`src/inc/shiftreg_pkg.sv`:
```
`default_nettype none
// Shared constants for the bidirectional shift register
package shiftreg_pkg;

  // Default register width (number of parallel inputs and outputs)
  localparam int WIDTH_DEF  = 8;
  // Default width of the shift event counter
  localparam int COUNT_DEF  = 16;

  // Avalon-MM geometry, byte addresses, one 32-bit word per register
  localparam int ADDR_W     = 5;
  localparam int DATA_W     = 32;
  localparam int BE_W       = 4;

  // Register offsets
  localparam logic [4:0] OFS_CTRL   = 5'h00;
  localparam logic [4:0] OFS_INIT   = 5'h04;
  localparam logic [4:0] OFS_STATUS = 5'h08;
  localparam logic [4:0] OFS_COUNT  = 5'h0C;
  localparam logic [4:0] OFS_PINS   = 5'h10;

  // Control register fields
  localparam int CTRL_ASYNC_LOAD_SELECT_BIT   = 0;
  localparam int CTRL_ASYNC_RESET_SELECT_BIT  = 1;
  localparam int CTRL_RESTART_BIT = 2;
  localparam logic [31:0] CTRL_WMASK = 32'h0000_0003;

  // Pin snapshot register fields
  localparam int PINS_LOW_BIT  = 0;
  localparam int PINS_HIGH_BIT = 1;
  localparam int PINS_OE_BIT   = 2;
  localparam int PINS_HOLD_BIT = 3;
  localparam int PINS_UP_BIT   = 4;

  // Reset values and the answer to an unmapped read
  localparam logic [31:0] CTRL_RST    = 32'h0000_0000;
  localparam logic [31:0] INIT_RST    = 32'h0000_0000;
  localparam logic [31:0] UNMAPPED_RD = 32'h0000_0000;

  // Operation applied to the register contents in one cycle
  typedef enum logic [2:0] {
    OP_IDLE  = 3'b000,
    OP_CLEAR = 3'b001,
    OP_LOAD  = 3'b010,
    OP_UP    = 3'b011,
    OP_DOWN  = 3'b100,
    OP_INIT  = 3'b101
  } op_t;

endpackage
`default_nettype wire

```
`src/inc/shift_core_if.sv`:
```
`timescale 1ns/1ps
`default_nettype none
// Carries one cycle's operation between control and the shift core
interface shift_core_if #(
  parameter int WIDTH = shiftreg_pkg::WIDTH_DEF
);
  shiftreg_pkg::op_t  op;        // Selected operation
  logic [WIDTH-1:0]   cur;       // Present contents
  logic [WIDTH-1:0]   par_in;    // Parallel load data
  logic [WIDTH-1:0]   init_val;  // Initial value
  logic               lower_in;  // Fill bit for upward shift
  logic               upper_in;  // Fill bit for downward shift
  logic [WIDTH-1:0]   nxt;       // Next contents

  // Control side
  modport ctrl (output op, cur, par_in, init_val, lower_in, upper_in,
                input nxt);
  // Core side
  modport core (input op, cur, par_in, init_val, lower_in, upper_in,
                output nxt);
endinterface
`default_nettype wire

```
`src/shift_register_primitive.sv`:
```
`timescale 1ns/1ps
`default_nettype none
// Next-state datapath of the shift register, purely combinational
module shift_register_primitive #(
  parameter int WIDTH = shiftreg_pkg::WIDTH_DEF
) (
  // Operation and data from the control module
  shift_core_if.core cif
);

  // One case per operation; the caller has already resolved priority
  always_comb begin
    case (cif.op)
      shiftreg_pkg::OP_CLEAR: begin
        cif.nxt = '0;
      end
      shiftreg_pkg::OP_INIT: begin
        cif.nxt = cif.init_val;
      end
      shiftreg_pkg::OP_LOAD: begin
        cif.nxt = cif.par_in;
      end
      shiftreg_pkg::OP_UP: begin
        // Bits move toward the top, bottom filled serially
        cif.nxt = {cif.cur[WIDTH-2:0], cif.lower_in};
      end
      shiftreg_pkg::OP_DOWN: begin
        // Bits move toward the bottom, top filled serially
        cif.nxt = {cif.upper_in, cif.cur[WIDTH-1:1]};
      end
      default: begin
        // Idle keeps the contents
        cif.nxt = cif.cur;
      end
    endcase
  end

endmodule
`default_nettype wire

```
`src/bidirectional_shift_register.sv`:
```
`timescale 1ns/1ps
`default_nettype none
module bidirectional_shift_register #(
  parameter int WIDTH   = shiftreg_pkg::WIDTH_DEF,
  parameter int COUNT_W = shiftreg_pkg::COUNT_DEF
) (
  // System
  input  wire logic                            clk,
  input  wire logic                            rst_n,
  input  wire logic                            clk_en,
  // Avalon-MM slave
  input  wire logic [shiftreg_pkg::ADDR_W-1:0] avs_address,
  input  wire logic                            avs_read,
  input  wire logic                            avs_write,
  input  wire logic [shiftreg_pkg::DATA_W-1:0] avs_writedata,
  input  wire logic [shiftreg_pkg::BE_W-1:0]   avs_byteenable,
  output logic      [shiftreg_pkg::DATA_W-1:0] avs_readdata,
  output logic                                 avs_waitrequest,
  // Shift control pins
  input  wire logic                            shift_clk,
  input  wire logic                            dir_up,
  input  wire logic                            hold,
  input  wire logic                            load,
  input  wire logic                            clear,
  input  wire logic                            out_en,
  // Data inputs
  input  wire logic [WIDTH-1:0]                par_in,
  input  wire logic                            lower_serial_in,
  input  wire logic                            upper_serial_in,
  // Data outputs
  output logic      [WIDTH-1:0]                par_out,
  output logic                                 par_out_oe,
  output logic                                 low_serial_out,
  output logic                                 high_serial_out
);

  // Register contents, the heart of the block
  logic [WIDTH-1:0]   contents_q;
  // Previous level of the shift clock pin, for edge finding
  logic               shift_clk_q;
  // Registered parallel output enable
  logic               par_oe_q;
  // Control register: mode flags
  logic               async_load_select_q;
  logic               async_reset_select_q;
  // One-shot request to reload the initial value
  logic               restart_q;
  // Initial value register
  logic [WIDTH-1:0]   init_q;
  // Count of shifts performed, wraps
  logic [COUNT_W-1:0] shift_count_q;
  // Bus answer state
  logic               waitreq_q;
  logic [31:0]        rdata_q;

  // Decoded events of this cycle
  logic               shift_edge;
  logic               bus_req;
  logic               bus_done;
  logic               wr_ctrl;
  logic               wr_init;
  logic [31:0]        be_mask;
  logic [31:0]        ctrl_word;
  logic [31:0]        ctrl_new;
  logic [31:0]        init_new;
  logic [31:0]        rd_word;
  logic               clear_req;
  logic               load_req;
  logic               shift_req;
  shiftreg_pkg::op_t  op_sel;

  // Link to the datapath core
  shift_core_if #(.WIDTH(WIDTH)) cif ();

  shift_register_primitive #(
    .WIDTH (WIDTH)
  ) u_core (
    .cif (cif)
  );

  // ---------------------------------------------------------------
  // Shift clock edge detection
  // ---------------------------------------------------------------

  // Pin is synchronous to clk, so one stored level is enough
  always_ff @(posedge clk) begin
    if (!rst_n) begin
      shift_clk_q <= 1'b0;
    end else if (clk_en) begin
      shift_clk_q <= shift_clk;
    end
  end

  // Rising edge of the shift clock marks a shift moment
  assign shift_edge = shift_clk & ~shift_clk_q;

  // ---------------------------------------------------------------
  // Operation requests and their priority
  // ---------------------------------------------------------------

  // Immediate reset acts in this cycle, else waits for an edge
  assign clear_req = clear &
                     (async_reset_select_q | shift_edge);

  // Immediate load likewise ignores the shift clock
  assign load_req  = load &
                     (async_load_select_q | shift_edge);

  // Shifting needs an edge and hold released
  assign shift_req = shift_edge & ~hold;

  // Reset beats load, load beats shift; none look at out_en
  always_comb begin
    if (restart_q) begin
      // Software restart reloads the initial value
      op_sel = shiftreg_pkg::OP_INIT;
    end else if (clear_req) begin
      op_sel = shiftreg_pkg::OP_CLEAR;
    end else if (load_req) begin
      op_sel = shiftreg_pkg::OP_LOAD;
    end else if (shift_req) begin
      // Direction high means upward
      if (dir_up) begin
        op_sel = shiftreg_pkg::OP_UP;
      end else begin
        op_sel = shiftreg_pkg::OP_DOWN;
      end
    end else begin
      // Nothing requested, contents stand
      op_sel = shiftreg_pkg::OP_IDLE;
    end
  end

  // Feed the core with present state and inputs
  assign cif.op       = op_sel;
  assign cif.cur      = contents_q;
  assign cif.par_in   = par_in;
  assign cif.init_val = init_q;
  assign cif.lower_in = lower_serial_in;
  assign cif.upper_in = upper_serial_in;

  // ---------------------------------------------------------------
  // Register contents
  // ---------------------------------------------------------------

  // Takes the core result every enabled cycle; out_en not involved
  always_ff @(posedge clk) begin
    if (!rst_n) begin
      // Start of operation: initial value register is at reset value
      contents_q <= shiftreg_pkg::INIT_RST[WIDTH-1:0];
    end else if (clk_en) begin
      contents_q <= cif.nxt;
    end
  end

  // Shift counter, visible to software as a sign of life
  always_ff @(posedge clk) begin
    if (!rst_n) begin
      shift_count_q <= '0;
    end else if (clk_en) begin
      // Only real shifts count, not loads or clears
      if (op_sel == shiftreg_pkg::OP_UP ||
          op_sel == shiftreg_pkg::OP_DOWN) begin
        shift_count_q <= shift_count_q + 1'b1;
      end
    end
  end

  // ---------------------------------------------------------------
  // Output enable
  // ---------------------------------------------------------------

  // Registered so that every output comes from a flop; costs a cycle
  always_ff @(posedge clk) begin
    if (!rst_n) begin
      par_oe_q <= 1'b0;
    end else if (clk_en) begin
      par_oe_q <= out_en;
    end
  end

  // Parallel data always carry contents; enable marks drive or Z
  assign par_out    = contents_q;
  assign par_out_oe = par_oe_q;

  // Serial outputs follow the end bits, never gated
  assign low_serial_out  = contents_q[0];
  assign high_serial_out = contents_q[WIDTH-1];

  // ---------------------------------------------------------------
  // Avalon-MM slave: one wait cycle on every access
  // ---------------------------------------------------------------

  // A request is pending while read or write is high
  assign bus_req  = avs_read | avs_write;
  // The answering cycle: waitrequest low with request still held
  assign bus_done = bus_req & ~waitreq_q;

  // Write strobes take effect only at the answering edge
  assign wr_ctrl = bus_done & avs_write &
                   (avs_address == shiftreg_pkg::OFS_CTRL);
  assign wr_init = bus_done & avs_write &
                   (avs_address == shiftreg_pkg::OFS_INIT);

  // Expand byte enables into a bit mask
  always_comb begin
    for (int b = 0; b < shiftreg_pkg::BE_W; b++) begin
      be_mask[b*8 +: 8] = {8{avs_byteenable[b]}};
    end
  end

  // Present control word, reserved bits zero
  always_comb begin
    ctrl_word = '0;
    ctrl_word[shiftreg_pkg::CTRL_ASYNC_LOAD_SELECT_BIT]  = async_load_select_q;
    ctrl_word[shiftreg_pkg::CTRL_ASYNC_RESET_SELECT_BIT] = async_reset_select_q;
  end

  // Merge written bytes with the old contents
  assign ctrl_new = (ctrl_word & ~be_mask) | (avs_writedata & be_mask);
  assign init_new = (32'(init_q) & ~be_mask) |
                    (avs_writedata & be_mask);

  // Wait state: high at rest, low for the one answering cycle
  always_ff @(posedge clk) begin
    if (!rst_n) begin
      waitreq_q <= 1'b1;
    end else if (clk_en) begin
      // Release on the edge that first sees the request
      if (bus_req && waitreq_q) begin
        waitreq_q <= 1'b0;
      end else begin
        waitreq_q <= 1'b1;
      end
    end
  end

  // Mode flags select synchronous or immediate load and reset
  always_ff @(posedge clk) begin
    if (!rst_n) begin
      async_load_select_q  <=
        shiftreg_pkg::CTRL_RST[shiftreg_pkg::CTRL_ASYNC_LOAD_SELECT_BIT];
      async_reset_select_q <=
        shiftreg_pkg::CTRL_RST[shiftreg_pkg::CTRL_ASYNC_RESET_SELECT_BIT];
    end else if (clk_en && wr_ctrl) begin
      async_load_select_q  <= ctrl_new[shiftreg_pkg::CTRL_ASYNC_LOAD_SELECT_BIT];
      async_reset_select_q <= ctrl_new[shiftreg_pkg::CTRL_ASYNC_RESET_SELECT_BIT];
    end
  end

  // Restart is a self-clearing pulse; used in the cycle after write
  always_ff @(posedge clk) begin
    if (!rst_n) begin
      restart_q <= 1'b0;
    end else if (clk_en) begin
      restart_q <= wr_ctrl &
                   ctrl_new[shiftreg_pkg::CTRL_RESTART_BIT];
    end
  end

  // Initial value register
  always_ff @(posedge clk) begin
    if (!rst_n) begin
      init_q <= shiftreg_pkg::INIT_RST[WIDTH-1:0];
    end else if (clk_en && wr_init) begin
      init_q <= init_new[WIDTH-1:0];
    end
  end

  // Read multiplexer; unmapped offsets answer with zero
  always_comb begin
    rd_word = shiftreg_pkg::UNMAPPED_RD;
    case (avs_address)
      shiftreg_pkg::OFS_CTRL: begin
        rd_word = ctrl_word;
      end
      shiftreg_pkg::OFS_INIT: begin
        rd_word = 32'(init_q);
      end
      shiftreg_pkg::OFS_STATUS: begin
        // Live contents, independent of the output enable
        rd_word = 32'(contents_q);
      end
      shiftreg_pkg::OFS_COUNT: begin
        rd_word = 32'(shift_count_q);
      end
      shiftreg_pkg::OFS_PINS: begin
        rd_word[shiftreg_pkg::PINS_LOW_BIT]  = contents_q[0];
        rd_word[shiftreg_pkg::PINS_HIGH_BIT] = contents_q[WIDTH-1];
        rd_word[shiftreg_pkg::PINS_OE_BIT]   = par_oe_q;
        rd_word[shiftreg_pkg::PINS_HOLD_BIT] = hold;
        rd_word[shiftreg_pkg::PINS_UP_BIT]   = dir_up;
      end
      default: begin
        rd_word = shiftreg_pkg::UNMAPPED_RD;
      end
    endcase
  end

  // Read data captured on the edge that first sees the request
  always_ff @(posedge clk) begin
    if (!rst_n) begin
      rdata_q <= '0;
    end else if (clk_en) begin
      if (avs_read && waitreq_q) begin
        rdata_q <= rd_word;
      end
    end
  end

  // Bus outputs straight from flops
  assign avs_readdata    = rdata_q;
  assign avs_waitrequest = waitreq_q;

endmodule
`default_nettype wire

```
`config.mk`:
```
export PLATFORM = sky130hd
export DESIGN_NAME = bidirectional_shift_register
export DESIGN_NICKNAME = d
export VERILOG_FILES = /design/src/inc/shiftreg_pkg.sv /design/src/inc/shift_core_if.sv /design/src/shift_register_primitive.sv /design/src/bidirectional_shift_register.sv
export SDC_FILE = /design/constraint.sdc
export NUM_CORES = 1
export LEC_CHECK = 0
export BUFFER_PORTS_ARGS = -buffer_cell sky130_fd_sc_hd__buf_2
export CORE_MARGIN = 2
export CORE_UTILIZATION = 53
export CTS_CLUSTER_SIZE = 8
export DETAILED_ROUTE_END_ITERATION = 12
export PLACE_DENSITY = 0.95
export SLEW_MARGIN = 20
export SYNTH_ARGS = -nofsm -noshare
export SYNTH_HDL_FRONTEND = slang
export SYNTH_SLANG_ARGS = --single-unit
```
`constraint.sdc`:
```
create_clock -name clk -period 3.35 [get_ports clk]
set_input_delay 0.67 -clock clk [delete_from_list [all_inputs] [get_ports clk]]
set_output_delay 0.67 -clock clk [all_outputs]
set_load 0.05 [all_outputs]
```
* Word-level counts from Yosys, hierarchy flattened
Index checks and enable logic that the tools add are counted.
** Operators by class
- $add $sub $neg :: 1
- Eq/ne operators :: 9
- Mux-type cells :: 9
- Bitwise operators :: 21
- Reduce and logical (&&, ||, !) cells :: 10
** Operators with widths (count)
- $pmux W8 S5 :: 1
- $pmux W11 S3 :: 1
- $pmux W5 S5 :: 1
- $add A16 B1 Y16 const B :: 1
- $and A8 B8 Y8 :: 2
- $mux W3 :: 5
- $eq A5 B4 Y1 const B :: 2
- $and A1 B1 Y1 :: 9
- $not A8 Y8 :: 1
- $or A8 B8 Y8 :: 1
- $eq A3 B2 Y1 const B :: 2
- $eq A3 B3 Y1 const B :: 2
- $reduce_and A2 Y1 :: 3
- $eq A5 B3 Y1 const B :: 1
- $eq A5 B5 Y1 const B :: 1
- $logic_not A5 Y1 :: 1
- $reduce_bool A5 Y1 :: 1
- $logic_and A1 B1 Y1 :: 4
- $and A2 B3 Y3 :: 1
- $eq A3 B1 Y1 const B :: 1
- $not A1 Y1 :: 3
- $or A1 B1 Y1 :: 3
- $or A3 B3 Y3 :: 1
- $logic_or A1 B1 Y1 :: 1
- $mux W1 :: 1
** Word-level totals
- Register bits after elaboration :: 70
- Logic and storage cells :: 60

* Longest topological paths before layout
- Depth in word-level cells :: 10
- Depth in mapped cells :: 7

* Cells and area by module
Synthesis repeated with hierarchy kept, for this count alone.
** Unflattened totals
- Cells, all modules :: 366
- Area, all modules :: 3105.5 µm²
** By module, submodules not included
- bidirectional_shift_register :: instances 1, cells an instance 308, area an instance 2652.5 µm², seq. area each 1081.0 µm²
- shift_register_primitive :: instances 1, cells an instance 58, area an instance 452.9 µm², seq. area each 0.0 µm²

* Least setup slack after synthesis
Ideal clock, no wire load.
- Path kind :: in2reg
- From :: in avs_address[4] in the netlist's numbering
- To :: reg with a tool-made name
- Arrival :: 1967 ps
- Data required time :: 3222 ps
- Slack :: 1256 ps
- Stages on the path :: 5
- Buffers on the path :: 1
- Cell sequence :: buf_2 -> or3_1 -> nor3_4 -> mux2i_1 -> nor2_1
** RTL lines
- start: declaration :: RTL line bidirectional_shift_register.sv:12 : input wire logic [shiftreg_pkg::ADDR_W-1:0] avs_address,

* Final worst setup path
- From :: reg restart_q
- To :: reg contents_q[4], in the netlist par_out[4]
** On the way
- Word-level cells in the longest chain between the ends :: 4
** Ends and longest elaborated chain
- start: declaration :: RTL line bidirectional_shift_register.sv:47 : logic restart_q;
- start signal: assignment :: RTL line bidirectional_shift_register.sv:256 : restart_q <= wr_ctrl &
- $mux W3 * :: RTL line bidirectional_shift_register.sv:114 : if (restart_q) begin
- $eq A3 B2 Y1 (tied with other cells) :: RTL line shift_register_primitive.sv:13 : case (cif.op)
- $reduce_bool A5 Y1 (no source line)
- $reduce_and A2 Y1 (no source line)
- end signal: assignment :: RTL line bidirectional_shift_register.sv:150 : contents_q <= shiftreg_pkg::INIT_RST[WIDTH-1:0];
- end signal: assignment :: RTL line bidirectional_shift_register.sv:152 : contents_q <= cif.nxt;
- end: declaration :: RTL line bidirectional_shift_register.sv:38 : logic [WIDTH-1:0] contents_q;
Mark *: on every way between the ends. The rest lies on a longest branch, timed or not.
A chain may end at the register's enable or synchronous reset.

==> flow_summary.ini <==
[sta]
setup_viol = 0
tightest_slew_ns = 1.07
max_slew_margin_pct = 28.7
timing.fmax_mhz = 433
finClkSkew_ns = 0.0115
drv_slew = 0
rsz0062_at_grt = false
finalHoldViolations = 0
fin_tns_setup_ns = 0
finalCritPeriodShare_pct = 68.9
finalCriticalPeriod_ns = 2.31
setup_slack_ns = 1.04

[setup_path]
worst_path_dominant_cell_family = compound AO/OA/AOI/OAI gates
worst-path-buf-inv = 0
start_kind = register
slowest_stage = o32ai_1
end_kind = register
cp_max_fo = 13
slowest_delay_ns = 0.93
required_ns = 3.62
r2r-start = restart_q
cp.arrival_ns = 2.57
path_cells = or4_4 > nor2_1 > o32ai_1 > a22o_1
crit_type = reg2reg
crit_path_start = restart_q

[yosys]
syn_area_um2 = 2730
synth_cells = 309
ys_warn_count = 0
synth.top_cell.area_share_pct = 39.6
synth_seq_area_share_pct = 39.6
synthTopCellsByArea = dfxtp_1, mux2i_1, nor2_1
synth_cell_types = 44
synth_seq_cells = 54
syn_avg_cell_area_um2 = 8.84
yosys.area.top_type = dfxtp_1

[grt]
grt_pass1_wl_um = 11200
grt_pass1_vias = 2303
grt_util_all_layers_pct = 26.0
grt_max_degree = 43
grt.overflow.total = 0
antenna_found_initial = 0

[drt]
num_vias = 2514
viasPerCell = 5.82
ant_nets = 0
wl_um = 7090
drc = 0
wl_per_cell_um = 16.4
drt_pass1_iterations = 5
first_iter_violations = 312

[finish]
finalNonFillerCells = 432
nets = 424
final_cell_mix = buf_2, dfxtp_1, nor2_1
area_growth_pct = 13.2
mostFrequentLayoutCell = buf_2
layout-drive-gt1-share_pct = 22.4
diodes = 0
fin_util_pct = 61.3

[floorplan]
coreArea_um2 = 5040
start_util_pct = 54.2
dieArea_um2 = 5740
dieWidth_um = 75.8
ios = 106
rows = 26
die_h_um = 75.8

[place]
place.gp.congestion = 0.900
dp_slack_ns = 0.950
io_buffer_count = 62
dp_hpwl_um = 5130
dp_cells = 424

[outcome]
outcome = finished clean

[clocking]
root_buffer = clkbuf_8
cts_buffers = 5
postCtsSetupBuffers = 0
clkLatencyLatePin_ns = 0.33
clkTransAtPathRegs_ns = 0.11
clock_path_buffers = 2
cts_tree = yes
holdBufCountCts = 0
post_cts_resized = 0
cts_max_level = 2
cts_sinks = 54

[min_path]
worstHoldStart = avs_readdata[15]
hp-class = reg2reg

[power_and_ir_drop]
p_per_area_nw_per_um2 = 386
power_mw = 1.19
ir_drop_uv = 226
p_leak_nw = 1.22

[job]
max_cap_viol_count = 0
-- area by class of cell --
class                      count  area (um2)
fill                         423        1950
multi-input combinational    234        1490
sequential                    54        1080
timing repair buffer          64         325
tap                           70        87.6
clock buffer                   5        68.8
clock inverter                 3        28.8
inverter                       2        7.51
-- synth_stat cells --
| cell type | instances |
|---|---|
| nor3b_1 | 1 |
| nor3_4 | 1 |
| a22oi_1 | 14 |
| and4_1 | 2 |
| nand2_1 | 17 |
| nor4_2 | 2 |
| or4_4 | 1 |
| nand4_1 | 4 |
| xor2_1 | 11 |
| nand3_1 | 17 |
| and2_1 | 3 |
| inv_1 | 1 |
| nor3_2 | 3 |
| buf_4 | 18 |
| dfxtp_1 | 54 |
| a221o_1 | 8 |
| nand4b_1 | 1 |
| o22ai_1 | 1 |
| a22o_1 | 8 |
| nor3_1 | 3 |
| mux2i_1 | 21 |
| xnor2_1 | 5 |
| a211oi_1 | 5 |
| clkbuf_2 | 1 |
| a221oi_1 | 3 |
| a21oi_1 | 19 |
| or3_1 | 1 |
| o311a_1 | 1 |
| nor4_1 | 1 |
| conb_1 | 1 |
| or2_4 | 1 |
| clkinv_1 | 1 |
| nor2b_1 | 3 |
| nor2_1 | 43 |
| and3_1 | 4 |
| o211ai_1 | 1 |
| nor4_4 | 1 |
| o21ai_0 | 8 |
| buf_6 | 1 |
| o32ai_1 | 1 |
| buf_2 | 1 |
| ha_1 | 1 |
| clkbuf_1 | 13 |
| nand2b_1 | 2 |
-- worst register-to-register path, delay by kind of cell, from the launching register on --
kind	cells	cell delay, ns
compound gates	2	1.20
flops	1	0.65
simple gates	2	0.39
-- cells by family after synthesis --
kind of cell | synth area share, %
adder cells (fa/ha/maj) | 0.458
buffers and inverters | 7.79
flip-flops | 39.6
AO/OA/AOI/OAI | 17.8
XOR/XNOR | 5.13
other | 0.137
multiplexers | 7.70
AND/OR/NAND/NOR | 21.4
-- layer usage --
metal  vias to the layer above  wire length (um)  global-route usage, %
li1                       1189                 -                      -
met1                      1141              2820                   33.7
met2                       153              3360                   40.0
met3                        31               619                   6.22
met4                         0               297                   13.6
met5                         -                 0                      0
-- path summary, 6_finish.rpt --
kind,endpoint,slack [ns],cells after the start
setup / recovery,par_out[4],1.04,4
hold / removal,avs_readdata[15],0.46,2
setup reg to reg,par_out[4],1.04,4
hold reg to reg,avs_readdata[15],0.46,2
-- report_power, final --
part / switching (mW) / internal [mW] / total [mW]
Sequential: 0.00432 / 0.645 / 0.650
Combinational: 0.108 / 0.0360 / 0.144
Clock: 0.242 / 0.157 / 0.399
-- per-stage QoR --
step | cell area, um2 | hold WS, ns
floorplan | 2790 | 0.460
global placement | 3000 | 0.441
detailed placement | 3000 | 0.443
CTS | 3090 | 0.459
global route | 3090 | 0.483
finish | 3090 | 0.456
Note: power is estimated with default switching activity, not from simulation.
